### src/swms_pkg.sv
package swms_pkg;
   // Register offsets (byte addresses on the 8-bit register port).
   localparam logic [7:0] SWMS_OFS_CTRL = 8'hF1;
   localparam logic [7:0] SWMS_OFS_IRQF = 8'hF3;
   localparam logic [7:0] SWMS_OFS_WAKE = 8'hF9;
   localparam logic [7:0] SWMS_OFS_STOP1 = 8'hFA;
   localparam logic [7:0] SWMS_OFS_STOP2 = 8'hFB;
   localparam logic [7:0] SWMS_OFS_IEN = 8'hF4;
   localparam logic [7:0] SWMS_OFS_ISTAT = 8'hF5;
   localparam logic [7:0] SWMS_OFS_ICLR = 8'hF6;
   // Field positions in the control register.
   localparam int SWMS_BIT_NESEL = 4;
   localparam int SWMS_BIT_EDGE = 3;
   localparam int SWMS_BIT_DIRECT_TRANSFER_ON = 2;
   localparam int SWMS_BIT_TAIE = 1;
   localparam int SWMS_BIT_DTIE = 0;
   // Field position of the direct-transition flag in the flag register.
   localparam int SWMS_BIT_DTF = 5;
   // Field positions in clock stop register one.
   localparam int SWMS_BIT_SER2 = 2;
   localparam int SWMS_BIT_SER1 = 1;
   localparam int SWMS_BIT_SYNC = 0;
   // Reset values.
   localparam logic [7:0] SWMS_RST_CTRL = 8'h00;
   localparam logic [3:0] SWMS_RST_STOP2 = 4'hF;
   localparam logic [2:0] SWMS_RST_STOP1 = 3'h7;
   localparam logic [7:0] SWMS_RST_FLAGS = 8'h00;
   localparam logic [7:0] SWMS_HI_STOP2 = 8'hF0;
   // Sampling dividers.
   localparam logic [3:0] SWMS_DIV_SLOW = 4'hF;
   localparam logic [3:0] SWMS_DIV_FAST = 4'h3;
   // Event status bit positions.
   localparam int SWMS_EV_WAKE = 0;
   localparam int SWMS_EV_DT = 1;
   localparam int SWMS_EV_EXT = 2;
   localparam int SWMS_EV_TRIG = 3;

   typedef struct packed {
      logic ser2_run;
      logic ser1_run;
      logic sync_run;
      logic evc_run;
      logic wdt_run;
      logic pwm_run;
      logic lcd_run;
   } swms_run_type;

   typedef struct packed {
      logic [7:0] addr;
      logic [7:0] wdata;
      logic wr;
      logic rd;
   } swms_bus_type;
endpackage

### src/swms_edge.sv
`timescale 1ns/1ns
// Edge detector with selectable polarity, one-cycle pulse output.
module swms_edge (
   input wire logic clk_sys_i,
   input wire logic nrst_i,
   input wire logic [7:0] lvl_i,
   input wire logic [7:0] rise_i,
   output logic [7:0] edge_o
);
   logic [7:0] prev_r;

   // Previous level, reset high so a pin high at release is no edge.
   always_ff @(posedge clk_sys_i or negedge nrst_i) begin
      if (!nrst_i) begin
         prev_r <= 8'hFF;
      end else begin
         prev_r <= lvl_i;
      end
   end

   // Rising when the select bit is set, falling otherwise.
   always_comb begin
      edge_o = (rise_i & lvl_i & ~prev_r) | (~rise_i & ~lvl_i & prev_r);
   end
endmodule

### src/swms_sampler.sv
`timescale 1ns/1ns
// Synchronises pins and filters them at the selected sampling rate.
module swms_sampler (
   input wire logic clk_sys_i,
   input wire logic nrst_i,
   input wire logic fast_i,
   input wire logic [9:0] pins_i,
   output logic [9:0] filt_o
);
   import swms_pkg::*;
   logic [9:0] sync1_r;
   logic [9:0] sync2_r;
   logic [9:0] samp_r;
   logic [3:0] div_r;
   logic tick;

   // Two flip-flops before any logic reads a pin.
   always_ff @(posedge clk_sys_i or negedge nrst_i) begin
      if (!nrst_i) begin
         sync1_r <= 10'h3FF;
         sync2_r <= 10'h3FF;
      end else begin
         sync1_r <= pins_i;
         sync2_r <= sync1_r;
      end
   end

   assign tick = (div_r == 4'h0);

   // Sampling divider; reloads from the selected rate.
   always_ff @(posedge clk_sys_i or negedge nrst_i) begin
      if (!nrst_i) begin
         div_r <= SWMS_DIV_SLOW;
      end else if (tick) begin
         div_r <= fast_i ? SWMS_DIV_FAST : SWMS_DIV_SLOW;
      end else begin
         div_r <= div_r - 4'h1;
      end
   end

   // A level counts only after two equal samples, which rejects glitches
   // shorter than one sampling period at the cost of added latency.
   always_ff @(posedge clk_sys_i or negedge nrst_i) begin
      if (!nrst_i) begin
         samp_r <= 10'h3FF;
         filt_o <= 10'h3FF;
      end else if (tick) begin
         samp_r <= sync2_r;
         filt_o <= (samp_r & sync2_r) | (filt_o & (samp_r | sync2_r));
      end
   end
endmodule

### src/swms_top.sv
`timescale 1ns/1ns
// Summary of operation
// - Wakeup pins are noise-filtered at the clock over 16, or over 4.
// - The interrupt pin four and trigger pin edges are falling or rising.
// - Timer A requests pass to the processor only while enabled.
// - Direct-transition requests pass only while their enable is 1.
// - A sleep with direct transfer on and a direct transition sets a flag.
// - Writing 0 to the direct-transition flag while it is 1 clears it.
// - A falling edge on an enabled wakeup pin sets its wakeup flag.
// - Writing 0 clears a wakeup flag, and writing 1 leaves it alone.
// - Async serial channel two is in standby while its bit is 0.
// - Async serial channel one is in standby while its bit is 0.
// - The sync serial channel is in standby while its bit is 0.
// - The event counter is in standby while stop bit 3 is 0.
module swms_top (
   input wire logic clk_sys_i,
   input wire logic nrst_i,
   input wire logic [7:0] addr_i,
   input wire logic [7:0] wdata_i,
   input wire logic wr_i,
   input wire logic rd_i,
   output logic [7:0] rdata_o,
   input wire logic [7:0] wakeup_pin_n_i,
   input wire logic [7:0] wakeup_en_i,
   input wire logic ext_interrupt_pin_four_i,
   input wire logic converter_trigger_pin_i,
   input wire logic timer_a_req_i,
   input wire logic sleep_exec_i,
   input wire logic direct_taken_i,
   output logic timer_a_irq_o,
   output logic direct_irq_o,
   output logic ext_edge_o,
   output logic trig_edge_o,
   output logic direct_transfer_on_o,
   output swms_pkg::swms_run_type run_o,
   output logic irq_o
);
   import swms_pkg::*;
   swms_bus_type bus;
   logic [7:0] ctrl_r;
   logic direct_transition_req_flag_r;
   logic [7:0] wakeup_req_flag_n_r;
   logic [2:0] stop1_r;
   logic [3:0] stop2_r;
   logic [3:0] ien_r;
   logic [3:0] istat_r;
   logic [9:0] filt;
   logic [7:0] edges;
   logic [7:0] rise_sel;
   logic [7:0] wake_set;
   logic dt_set;
   logic [3:0] ev;
   logic [7:0] rd_nxt;
   logic [5:0] rd_unused;

   assign bus = '{addr: addr_i, wdata: wdata_i, wr: wr_i, rd: rd_i};

   // Returns one when a write strobe hits the given offset.
   function automatic logic hit(input swms_bus_type b, input logic [7:0] a);
      return b.wr && (b.addr == a);
   endfunction

   // Pins pass the filter; the edge pair shares it for simplicity.
   swms_sampler u_samp (
      .clk_sys_i(clk_sys_i),
      .nrst_i(nrst_i),
      .fast_i(ctrl_r[SWMS_BIT_NESEL]),
      .pins_i({converter_trigger_pin_i, ext_interrupt_pin_four_i,
               wakeup_pin_n_i}),
      .filt_o(filt)
   );

   // Wakeup pins detect falling edges only; bits 9:8 follow the select.
   assign rise_sel = {6'h00, {2{ctrl_r[SWMS_BIT_EDGE]}}};

   swms_edge u_wedge (
      .clk_sys_i(clk_sys_i),
      .nrst_i(nrst_i),
      .lvl_i(filt[7:0]),
      .rise_i(8'h00),
      .edge_o(edges)
   );

   swms_edge u_xedge (
      .clk_sys_i(clk_sys_i),
      .nrst_i(nrst_i),
      .lvl_i({6'h00, filt[9:8]}),
      .rise_i(rise_sel),
      .edge_o({rd_unused, trig_edge_o, ext_edge_o})
   );

   assign wake_set = edges & wakeup_en_i;
   assign dt_set = sleep_exec_i && ctrl_r[SWMS_BIT_DIRECT_TRANSFER_ON] &&
                   direct_taken_i;

   // Control register: sampling select, edge select, enables, transfer on.
   always_ff @(posedge clk_sys_i or negedge nrst_i) begin
      if (!nrst_i) begin
         ctrl_r <= SWMS_RST_CTRL;
      end else if (hit(bus, SWMS_OFS_CTRL)) begin
         ctrl_r <= bus.wdata;
      end
   end

   assign direct_transfer_on_o = ctrl_r[SWMS_BIT_DIRECT_TRANSFER_ON];

   // Direct-transition flag; a new set wins over a clear in one cycle.
   always_ff @(posedge clk_sys_i or negedge nrst_i) begin
      if (!nrst_i) begin
         direct_transition_req_flag_r <= 1'b0;
      end else if (dt_set) begin
         direct_transition_req_flag_r <= 1'b1;
      end else if (hit(bus, SWMS_OFS_IRQF) && !bus.wdata[SWMS_BIT_DTF]) begin
         direct_transition_req_flag_r <= 1'b0;
      end
   end

   // Wakeup flags: written zeros clear, ones keep, sets win.
   always_ff @(posedge clk_sys_i or negedge nrst_i) begin
      if (!nrst_i) begin
         wakeup_req_flag_n_r <= SWMS_RST_FLAGS;
      end else if (hit(bus, SWMS_OFS_WAKE)) begin
         wakeup_req_flag_n_r <= (wakeup_req_flag_n_r & bus.wdata)
                                | wake_set;
      end else begin
         wakeup_req_flag_n_r <= wakeup_req_flag_n_r | wake_set;
      end
   end

   // Module standby controls; zero holds the module in standby.
   always_ff @(posedge clk_sys_i or negedge nrst_i) begin
      if (!nrst_i) begin
         stop1_r <= SWMS_RST_STOP1;
         stop2_r <= SWMS_RST_STOP2;
      end else begin
         if (hit(bus, SWMS_OFS_STOP1)) begin
            stop1_r <= bus.wdata[2:0];
         end
         if (hit(bus, SWMS_OFS_STOP2)) begin
            stop2_r <= bus.wdata[3:0];
         end
      end
   end

   assign run_o.ser2_run = stop1_r[SWMS_BIT_SER2];
   assign run_o.ser1_run = stop1_r[SWMS_BIT_SER1];
   assign run_o.sync_run = stop1_r[SWMS_BIT_SYNC];
   assign run_o.evc_run = stop2_r[3];
   assign run_o.wdt_run = stop2_r[2];
   assign run_o.pwm_run = stop2_r[1];
   assign run_o.lcd_run = stop2_r[0];

   // Interrupt gating toward the processor.
   assign timer_a_irq_o = timer_a_req_i && ctrl_r[SWMS_BIT_TAIE];
   assign direct_irq_o = direct_transition_req_flag_r &&
                         ctrl_r[SWMS_BIT_DTIE];

   // Sticky event status with write-one-to-clear; set beats clear.
   assign ev = {trig_edge_o, ext_edge_o, dt_set, |wake_set};

   always_ff @(posedge clk_sys_i or negedge nrst_i) begin
      if (!nrst_i) begin
         istat_r <= 4'h0;
      end else if (hit(bus, SWMS_OFS_ICLR)) begin
         istat_r <= (istat_r & ~bus.wdata[3:0]) | ev;
      end else begin
         istat_r <= istat_r | ev;
      end
   end

   always_ff @(posedge clk_sys_i or negedge nrst_i) begin
      if (!nrst_i) begin
         ien_r <= 4'h0;
      end else if (hit(bus, SWMS_OFS_IEN)) begin
         ien_r <= bus.wdata[3:0];
      end
   end

   assign irq_o = |(istat_r & ien_r);

   // Read decode; unmapped and write-only offsets read zero.
   always_comb begin
      case (bus.addr)
         SWMS_OFS_CTRL: rd_nxt = ctrl_r;
         SWMS_OFS_IRQF: rd_nxt = {2'h0, direct_transition_req_flag_r, 5'h00};
         SWMS_OFS_WAKE: rd_nxt = wakeup_req_flag_n_r;
         SWMS_OFS_STOP1: rd_nxt = {5'h00, stop1_r};
         SWMS_OFS_STOP2: rd_nxt = SWMS_HI_STOP2 | {4'h0, stop2_r};
         SWMS_OFS_IEN: rd_nxt = {4'h0, ien_r};
         SWMS_OFS_ISTAT: rd_nxt = {4'h0, istat_r};
         default: rd_nxt = 8'h00;
      endcase
   end

   // Read data stand one cycle after the strobe and only then.
   always_ff @(posedge clk_sys_i or negedge nrst_i) begin
      if (!nrst_i) begin
         rdata_o <= 8'h00;
      end else if (bus.rd) begin
         rdata_o <= rd_nxt;
      end else begin
         rdata_o <= 8'h00;
      end
   end
endmodule

### config.mk
export PLATFORM = sky130hd
export DESIGN_NAME = swms_top
export DESIGN_NICKNAME = d
export VERILOG_FILES = /design/src/swms_pkg.sv /design/src/swms_edge.sv /design/src/swms_sampler.sv /design/src/swms_top.sv
export SDC_FILE = /design/constraint.sdc
export NUM_CORES = 1
export LEC_CHECK = 0
export BUFFER_PORTS_ARGS = -buffer_cell sky130_fd_sc_hd__buf_2
export CAP_MARGIN = 40
export CORE_MARGIN = 4
export CORE_UTILIZATION = 50
export CTS_CLUSTER_DIAMETER = 100
export DETAILED_ROUTE_END_ITERATION = 7
export GPL_ROUTABILITY_DRIVEN = 0
export PLACE_DENSITY = 0.83
export SLEW_MARGIN = 20
export SYNTH_ARGS = -nofsm -noshare
export SYNTH_HDL_FRONTEND = slang
export SYNTH_SLANG_ARGS = --single-unit
### constraint.sdc
create_clock -name clk_sys_i -period 2.55 [get_ports clk_sys_i]
set_input_delay 0.765 -clock clk_sys_i [delete_from_list [all_inputs] [get_ports clk_sys_i]]
set_output_delay 0.765 -clock clk_sys_i [all_outputs]
set_load 0.01 [all_outputs]
==> flow_summary_export.csv, run 1 <==
group,metric,value,unit
detailed_routing,route.detailed.drc,0,
power,p_leak,2.025,nW
die,core_area,0.007331,sq mm
global_routing,grt_max_degree,45,
timing,clock.fmax,452.1,MHz
status,run_status,"finished, final reports clean",
power,p_total,3.252,mW
run,cap_violations,0,
power,powerDensity,737.6,mW/mm^2
detailed_routing,drt-initial-drc-count,102,
clocking,root_buffer,"clkbuf_8",
clocking,clock_latency,360,ps
clocking,post-cts-setup-buffers,0,
global_routing,grt_pass1_wl,12.19,mm
clocking,htreeDepth,3,
clocking,numCtsBuffers,9,
die,dieArea,0.009089,sq mm
critical_path,endpoint_kind,"primary output",
logic_synthesis,synth_largest_area_cell,"dfstp_2",
die,dieHeight,95.34,microns
layout,finalNetCount,418,
die,initial_utilization,52.02,%
place,dpl-instance-area,0.004222,sq mm
place,numPortBuffers,61,
layout,ff_latch_area,0.002429,sq mm
global_routing,grt_overflow_total,0,
logic_synthesis,synth-xor-area-share,0,%
logic_synthesis,synthMuxAreaShare,7.808,%
logic_synthesis,synth_compound_area_share,11.88,%
timing,fin_skew,13.08,ps
critical_path,setup.worst_path.start_class,"register",
global_routing,antenna_found_initial,0,
die,rows,31,
detailed_routing,first_pass_iters,4,
timing,report.final.slew_viol_count,0,
logic_synthesis,synth-seq-cells,94,
logic_synthesis,async_flop_share,100.0,%
detailed_routing,via_count,2569,
critical_path,arrival,1450,ps
timing,finalSetupViolations,0,
critical_path,critPathKind,"register to primary output",
logic_synthesis,synth_top_cells_by_count,"61 x dfstp_2, 47 x o21ai_0, 35 x nand2_1, 33 x dfrtp_1, 22 x mux2_2",
clocking,cts_sinks,94,
detailed_routing,routed_wl,7.540,mm
critical_path,rrSetupSlack,910,ps
layout,fillers,612,
logic_synthesis,synth_top_family_by_area,"simple AND/OR/NAND/NOR gates",
clocking,clk_pin_slew,100,ps
clocking,cts_resized,0,
place,dp_cells,464,
timing,period_share,86.74,%
clocking,cts_hold_buffers,0,
layout,area_growth,15.62,%
layout,multi_input_area,0.001259,sq mm
clocking,cts_tree,"built",
power,peakVddDrop,0.4101,mV
global_routing,gr-usage-all-layers,17.66,%
logic_synthesis,syn-num-nets,352,
logic_synthesis,synthAdderAreaFrac,0.3281,%
logic_synthesis,synth-warning-count,0,
logic_synthesis,synthDistinctLibCells,44,
logic_synthesis,synth-seq-area-share,63.68,%
place,place_hpwl,5.440,mm
layout,diodes,0,
logic_synthesis,yosysMostFrequentCell,"dfstp_2",
detailed_routing,via_per_inst,5.352,
die,die_w,95.34,microns
logic_synthesis,ys.flop_type,"dfstp_2",
logic_synthesis,syn_avg_cell_area,12.30,sq um
timing,hold_ws,287.7,ps
timing,setup-tns-final,0,ps
critical_path,crit_fanout,5,
detailed_routing,wl_per_cell,15.71,microns
die,io_pins,62,
layout,final_cells,480,
layout,final_cell_area,0.004409,sq mm
global_routing,grt_pass1_vias,2523,
critical_path,required,1790,ps
logic_synthesis,synth_edf_count,0,
timing,slew_headroom,75.16,%
min_path,hold_path_class,"primary input to async pin",
logic_synthesis,netlist_area,0.003814,sq mm
logic_synthesis,synth_top_area_share,42.03,%
timing,worst_slew_pin_slew,372.6,ps
layout,drive_gt1_share,45.41,%
timing,fin_crit,2212,ps
clocking,cts_max_path_buffers,2,
detailed_routing,ant_nets,0,
logic_synthesis,synthTopCellsByArea,"dfstp_2 42%, dfrtp_1 22%, mux2_2 6.5%, o21ai_0 6.2%, nand2_1 3.4%",
timing,rsz0062_at_grt,"no",
timing,finalHoldViolCount,0,
logic_synthesis,synthCells,310,
logic_synthesis,yosys.area_share.simple,12.99,%
-- cell type report --
class                   instances  share of cell area (%)
flip-flops and latches         94                   55.08
clock buffers                  10                   2.894
well taps                      99                   2.809
clock inverters                 6                   1.362
repair buffers                 66                   8.116
inverters                      14                   1.192
multi-input cells             191                   28.55
-- through the flow --
step / utilization [%] / setup WS, ps
2_1_floorplan: - / 697.9
3_3_place_gp: 57.59 / 490.9
3_5_place_dp: 57.59 / 420.2
4_1_cts: 60.15 / 300.8
5_1_grt: 60.15 / 258.6
6_report: 60.15 / 338.0
-- final timing paths --
path	depth (start not counted)	endpoint	startpoint
min in group clk_sys_i	0	u_samp.sync2_r[7]	u_samp.sync1_r[7]
worst max-delay path	3	trig_edge_o	u_samp.filt_o[9]
worst max register to register	7	u_samp.filt_o[3]	u_samp.div_r[0]
worst min register to register	0	u_samp.sync2_r[7]	u_samp.sync1_r[7]
max in group asynchronous	2	u_wedge.prev_r[1]	nrst_i
worst min-delay path	1	rdata_o[2]	nrst_i
-- flip-flops by register name, indices dropped and copies added, names as in the netlist --
signal / cells
u_xedge.prev_r: 2
ien_r: 4
u_samp.filt_o: 10
stop2_r: 4
u_wedge.prev_r: 8
u_samp.div_r: 4
u_samp.samp_r: 10
direct_transition_req_flag_r: 1
istat_r: 4
ctrl_r: 8
stop1_r: 3
u_samp.sync2_r: 10
u_samp.sync1_r: 10
rdata_o: 8
wakeup_req_flag_n_r: 8
-- cells in the final DEF (no fill, tap or decap), types with 8 or more instances in the layout --
cell	count
inv_1	14
dfrtp_1	33
buf_2	60
dfstp_2	61
o21ai_0	47
mux2_2	22
clkbuf_8	9
nand3b_1	8
nand2_1	35
a21oi_1	15
nor2_1	8
-- critical path, stage by stage, from the launching register on --
cell and delay, ps:
dfstp_2 570, nand2_1 60, o21ai_0 270, buf_2 200
-- power breakdown --
part | total, mW | leakage (nW) | switching [mW] | internal (mW)
combinational | 0.396 | 0.863 | 0.214 | 0.182
sequential | 1.91 | 1.06 | 0.139 | 1.77
clock | 0.947 | 0.101 | 0.495 | 0.453
-- per-layer routing --
layer  vias to the layer above  track usage (%)  wire, microns
met4                         0            6.731            157
met3                        18            5.367            542
met5                         -                0              0
met1                      1243            22.24           3108
li1                       1214                -              -
met2                        94            28.63           3731
-- kinds of logic after synthesis --
family / Yosys count
simple gates: 84
buf+inv: 25
flops: 94
compound gates: 79
fa+ha+maj: 1
mux: 27
Note: power is estimated with default switching activity, not from simulation.
==> run 2: changes to the inputs <==
--- a/config.mk
+++ b/config.mk
@@ -7,12 +7,14 @@
 export LEC_CHECK = 0
 export BUFFER_PORTS_ARGS = -buffer_cell sky130_fd_sc_hd__buf_2
 export CAP_MARGIN = 40
+export CELL_PAD_IN_SITES_DETAIL_PLACEMENT = 1
+export CELL_PAD_IN_SITES_GLOBAL_PLACEMENT = 1
 export CORE_MARGIN = 4
-export CORE_UTILIZATION = 50
+export CORE_UTILIZATION = 48
 export CTS_CLUSTER_DIAMETER = 100
 export DETAILED_ROUTE_END_ITERATION = 7
 export GPL_ROUTABILITY_DRIVEN = 0
-export PLACE_DENSITY = 0.83
+export PLACE_DENSITY = 0.95
 export SLEW_MARGIN = 20
 export SYNTH_ARGS = -nofsm -noshare
 export SYNTH_HDL_FRONTEND = slang
==> flow_summary_export.csv, run 2 (synthesized netlist as in run 1, its figures left out) <==
group,metric,value,unit
clocking,cts_hold_buffers,0,
global_routing,use_met1,23.31,%
timing,report.final.slew_viol_count,0,
min_path,hold_path_class,"primary input to async pin",
global_routing,busiest_layer,"met2",
place,dpl-instance-area,0.004225,sq mm
global_routing,gr-usage-all-layers,20.18,%
critical_path,crit_fanout,5,
timing,rsz0062_at_grt,"no",
layout,area_growth,15.65,%
die,initial_utilization,49.35,%
status,run_status,"finished, final reports clean",
layout,final_util,57.08,%
detailed_routing,route.detailed.drc,0,
critical_path,required,1790,ps
layout,final_cell_area,0.004410,sq mm
global_routing,grt_pass1_vias,3001,
global_routing,antenna_found_initial,0,
layout,final_cell_mix,"61 x dfstp_2, 60 x buf_2, 47 x o21ai_0, 35 x nand2_1, 33 x dfrtp_1",
detailed_routing,ant_nets,0,
power,powerDensity,747.8,mW/mm^2
timing,worst_slew_pin_slew,450.3,ps
power,p_int,2.401,mW
power,p_total,3.298,mW
place,numPortBuffers,61,
timing,setup-tns-final,0,ps
timing,clock.fmax,430.7,MHz
power,peakVddDrop,0.3708,mV
timing,slew_headroom,69.56,%
place,place_hpwl,6.711,mm
detailed_routing,first_pass_iters,4,
clocking,clk_pin_slew,90,ps
clocking,numCtsBuffers,9,
critical_path,setup.worst_path.start_class,"register",
die,dieArea,0.009435,sq mm
layout,layout_commonest_cell,"dfstp_2",
timing,finalHoldViolCount,0,
critical_path,path_delay_family,"flip-flops",
power,p_sw,0.8973,mW
die,core_area,0.007727,sq mm
layout,drive_gt1_share,45.53,%
critical_path,critPathSlowestCell,"dfstp_2",
clocking,cts_sinks,94,
place,detailedPlace.worstSlack,299.2,ps
critical_path,endpoint_kind,"primary output",
die,die_w,97.14,microns
power,combPwrFrac,12.7,%
die,dieHeight,97.14,microns
timing,fin_crit,2322,ps
critical_path,cp_slowest_stage_delay,580,ps
timing,layout_setup_ws,228.0,ps
layout,finalNetCount,418,
layout,fillers,847,
global_routing,grt_max_degree,49,
clocking,root_buffer,"clkbuf_8",
global_routing,gr-usage-met3,5.240,%
clocking,htreeDepth,3,
power,p_seq_share,58.4,%
timing,period_share,91.06,%
clocking,cts_tree,"built",
timing,finalSetupViolations,0,
global_routing,grt_pass1_wl,15.12,mm
detailed_routing,via_count,2692,
clocking,cts_resized,0,
timing,fin_skew,5.705,ps
detailed_routing,wl_per_cell,18.68,microns
critical_path,worstPathCellList,"nand2_1 > o21ai_0 > buf_2",
clocking,clock_latency,350,ps
run,cap_violations,0,
detailed_routing,routed_wl,9.002,mm
global_routing,grt_overflow_total,0,
power,pwr-share-clk,28.9,%
die,io_pins,62,
detailed_routing,via_per_inst,5.585,
global_routing,use_met2,35.72,%
critical_path,cp_num_buf_inv,1,
power,p_leak,2.024,nW
clocking,cts_max_path_buffers,2,
power,switching_share,27.21,%
layout,diodes,0,
detailed_routing,drt-initial-drc-count,84,
critical_path,critPathKind,"register to primary output",
die,rows,32,
clocking,post-cts-setup-buffers,0,
critical_path,arrival,1560,ps
==> run 2: cell types whose count changed in the layout (fill, tap and decap cells not counted) <==
cell	previous run	this run
clkbuf_1	1	0
clkinv_2	3	2
clkinv_4	0	1
inv_4	1	2
inv_6	1	0
==> run 2: path summary, 6_finish.rpt <==
check / slack (ps) / cells past startpoint / from / to
setup / recovery: 230 / 3 / u_samp.filt_o[9] / trig_edge_o
hold / removal: 310 / 1 / nrst_i / rdata_o[5]
setup reg to reg: 840 / 7 / u_samp.div_r[0] / u_samp.filt_o[8]
hold reg to reg: 350 / 0 / u_samp.sync1_r[5] / u_samp.sync2_r[5]
max in group asynchronous: 1580 / 2 / nrst_i / u_wedge.prev_r[0]
min in group clk_sys_i: 350 / 0 / u_samp.sync1_r[5] / u_samp.sync2_r[5]
==> run 2: cell type report <==
| class | count | area (sq um) | area share, % |
|---|---|---|---|
| Sequential cell | 94 | 2429 | 55.06 |
| Tap cell | 102 | 127.6 | 2.894 |
| Timing Repair Buffer | 66 | 357.8 | 8.113 |
| Clock inverter | 6 | 61.31 | 1.390 |
| Multi-Input combinational cell | 191 | 1259 | 28.54 |
| Clock buffer | 9 | 123.9 | 2.809 |
| Inverter | 14 | 52.55 | 1.191 |
==> run 2: power groups by stage <==
stage               combinational [mW]  sequential (mW)  clock, mW
finish                           0.420             1.93      0.952
global route                     0.473             1.95       1.07
CTS                              0.427             1.92      0.982
detailed placement               0.419             1.95          0
global placement                 0.373             1.92          0
floorplan                        0.260             1.89          0
==> run 2: stage by stage <==
step / hold slack [ps] / instances
2_1_floorplan: 345.2 / 310
3_3_place_gp: 345.3 / 466
3_5_place_dp: 347.5 / 467
4_1_cts: 312.2 / 482
5_1_grt: 314.2 / 482
6_report: 314.9 / 482
==> run 2: routing by layer <==
metal  wire (microns)  part of all wire (%)
met4              218                   2.4
met1             3529                    39
met2             4870                    54
met5                0                     0
met3              384                   4.3
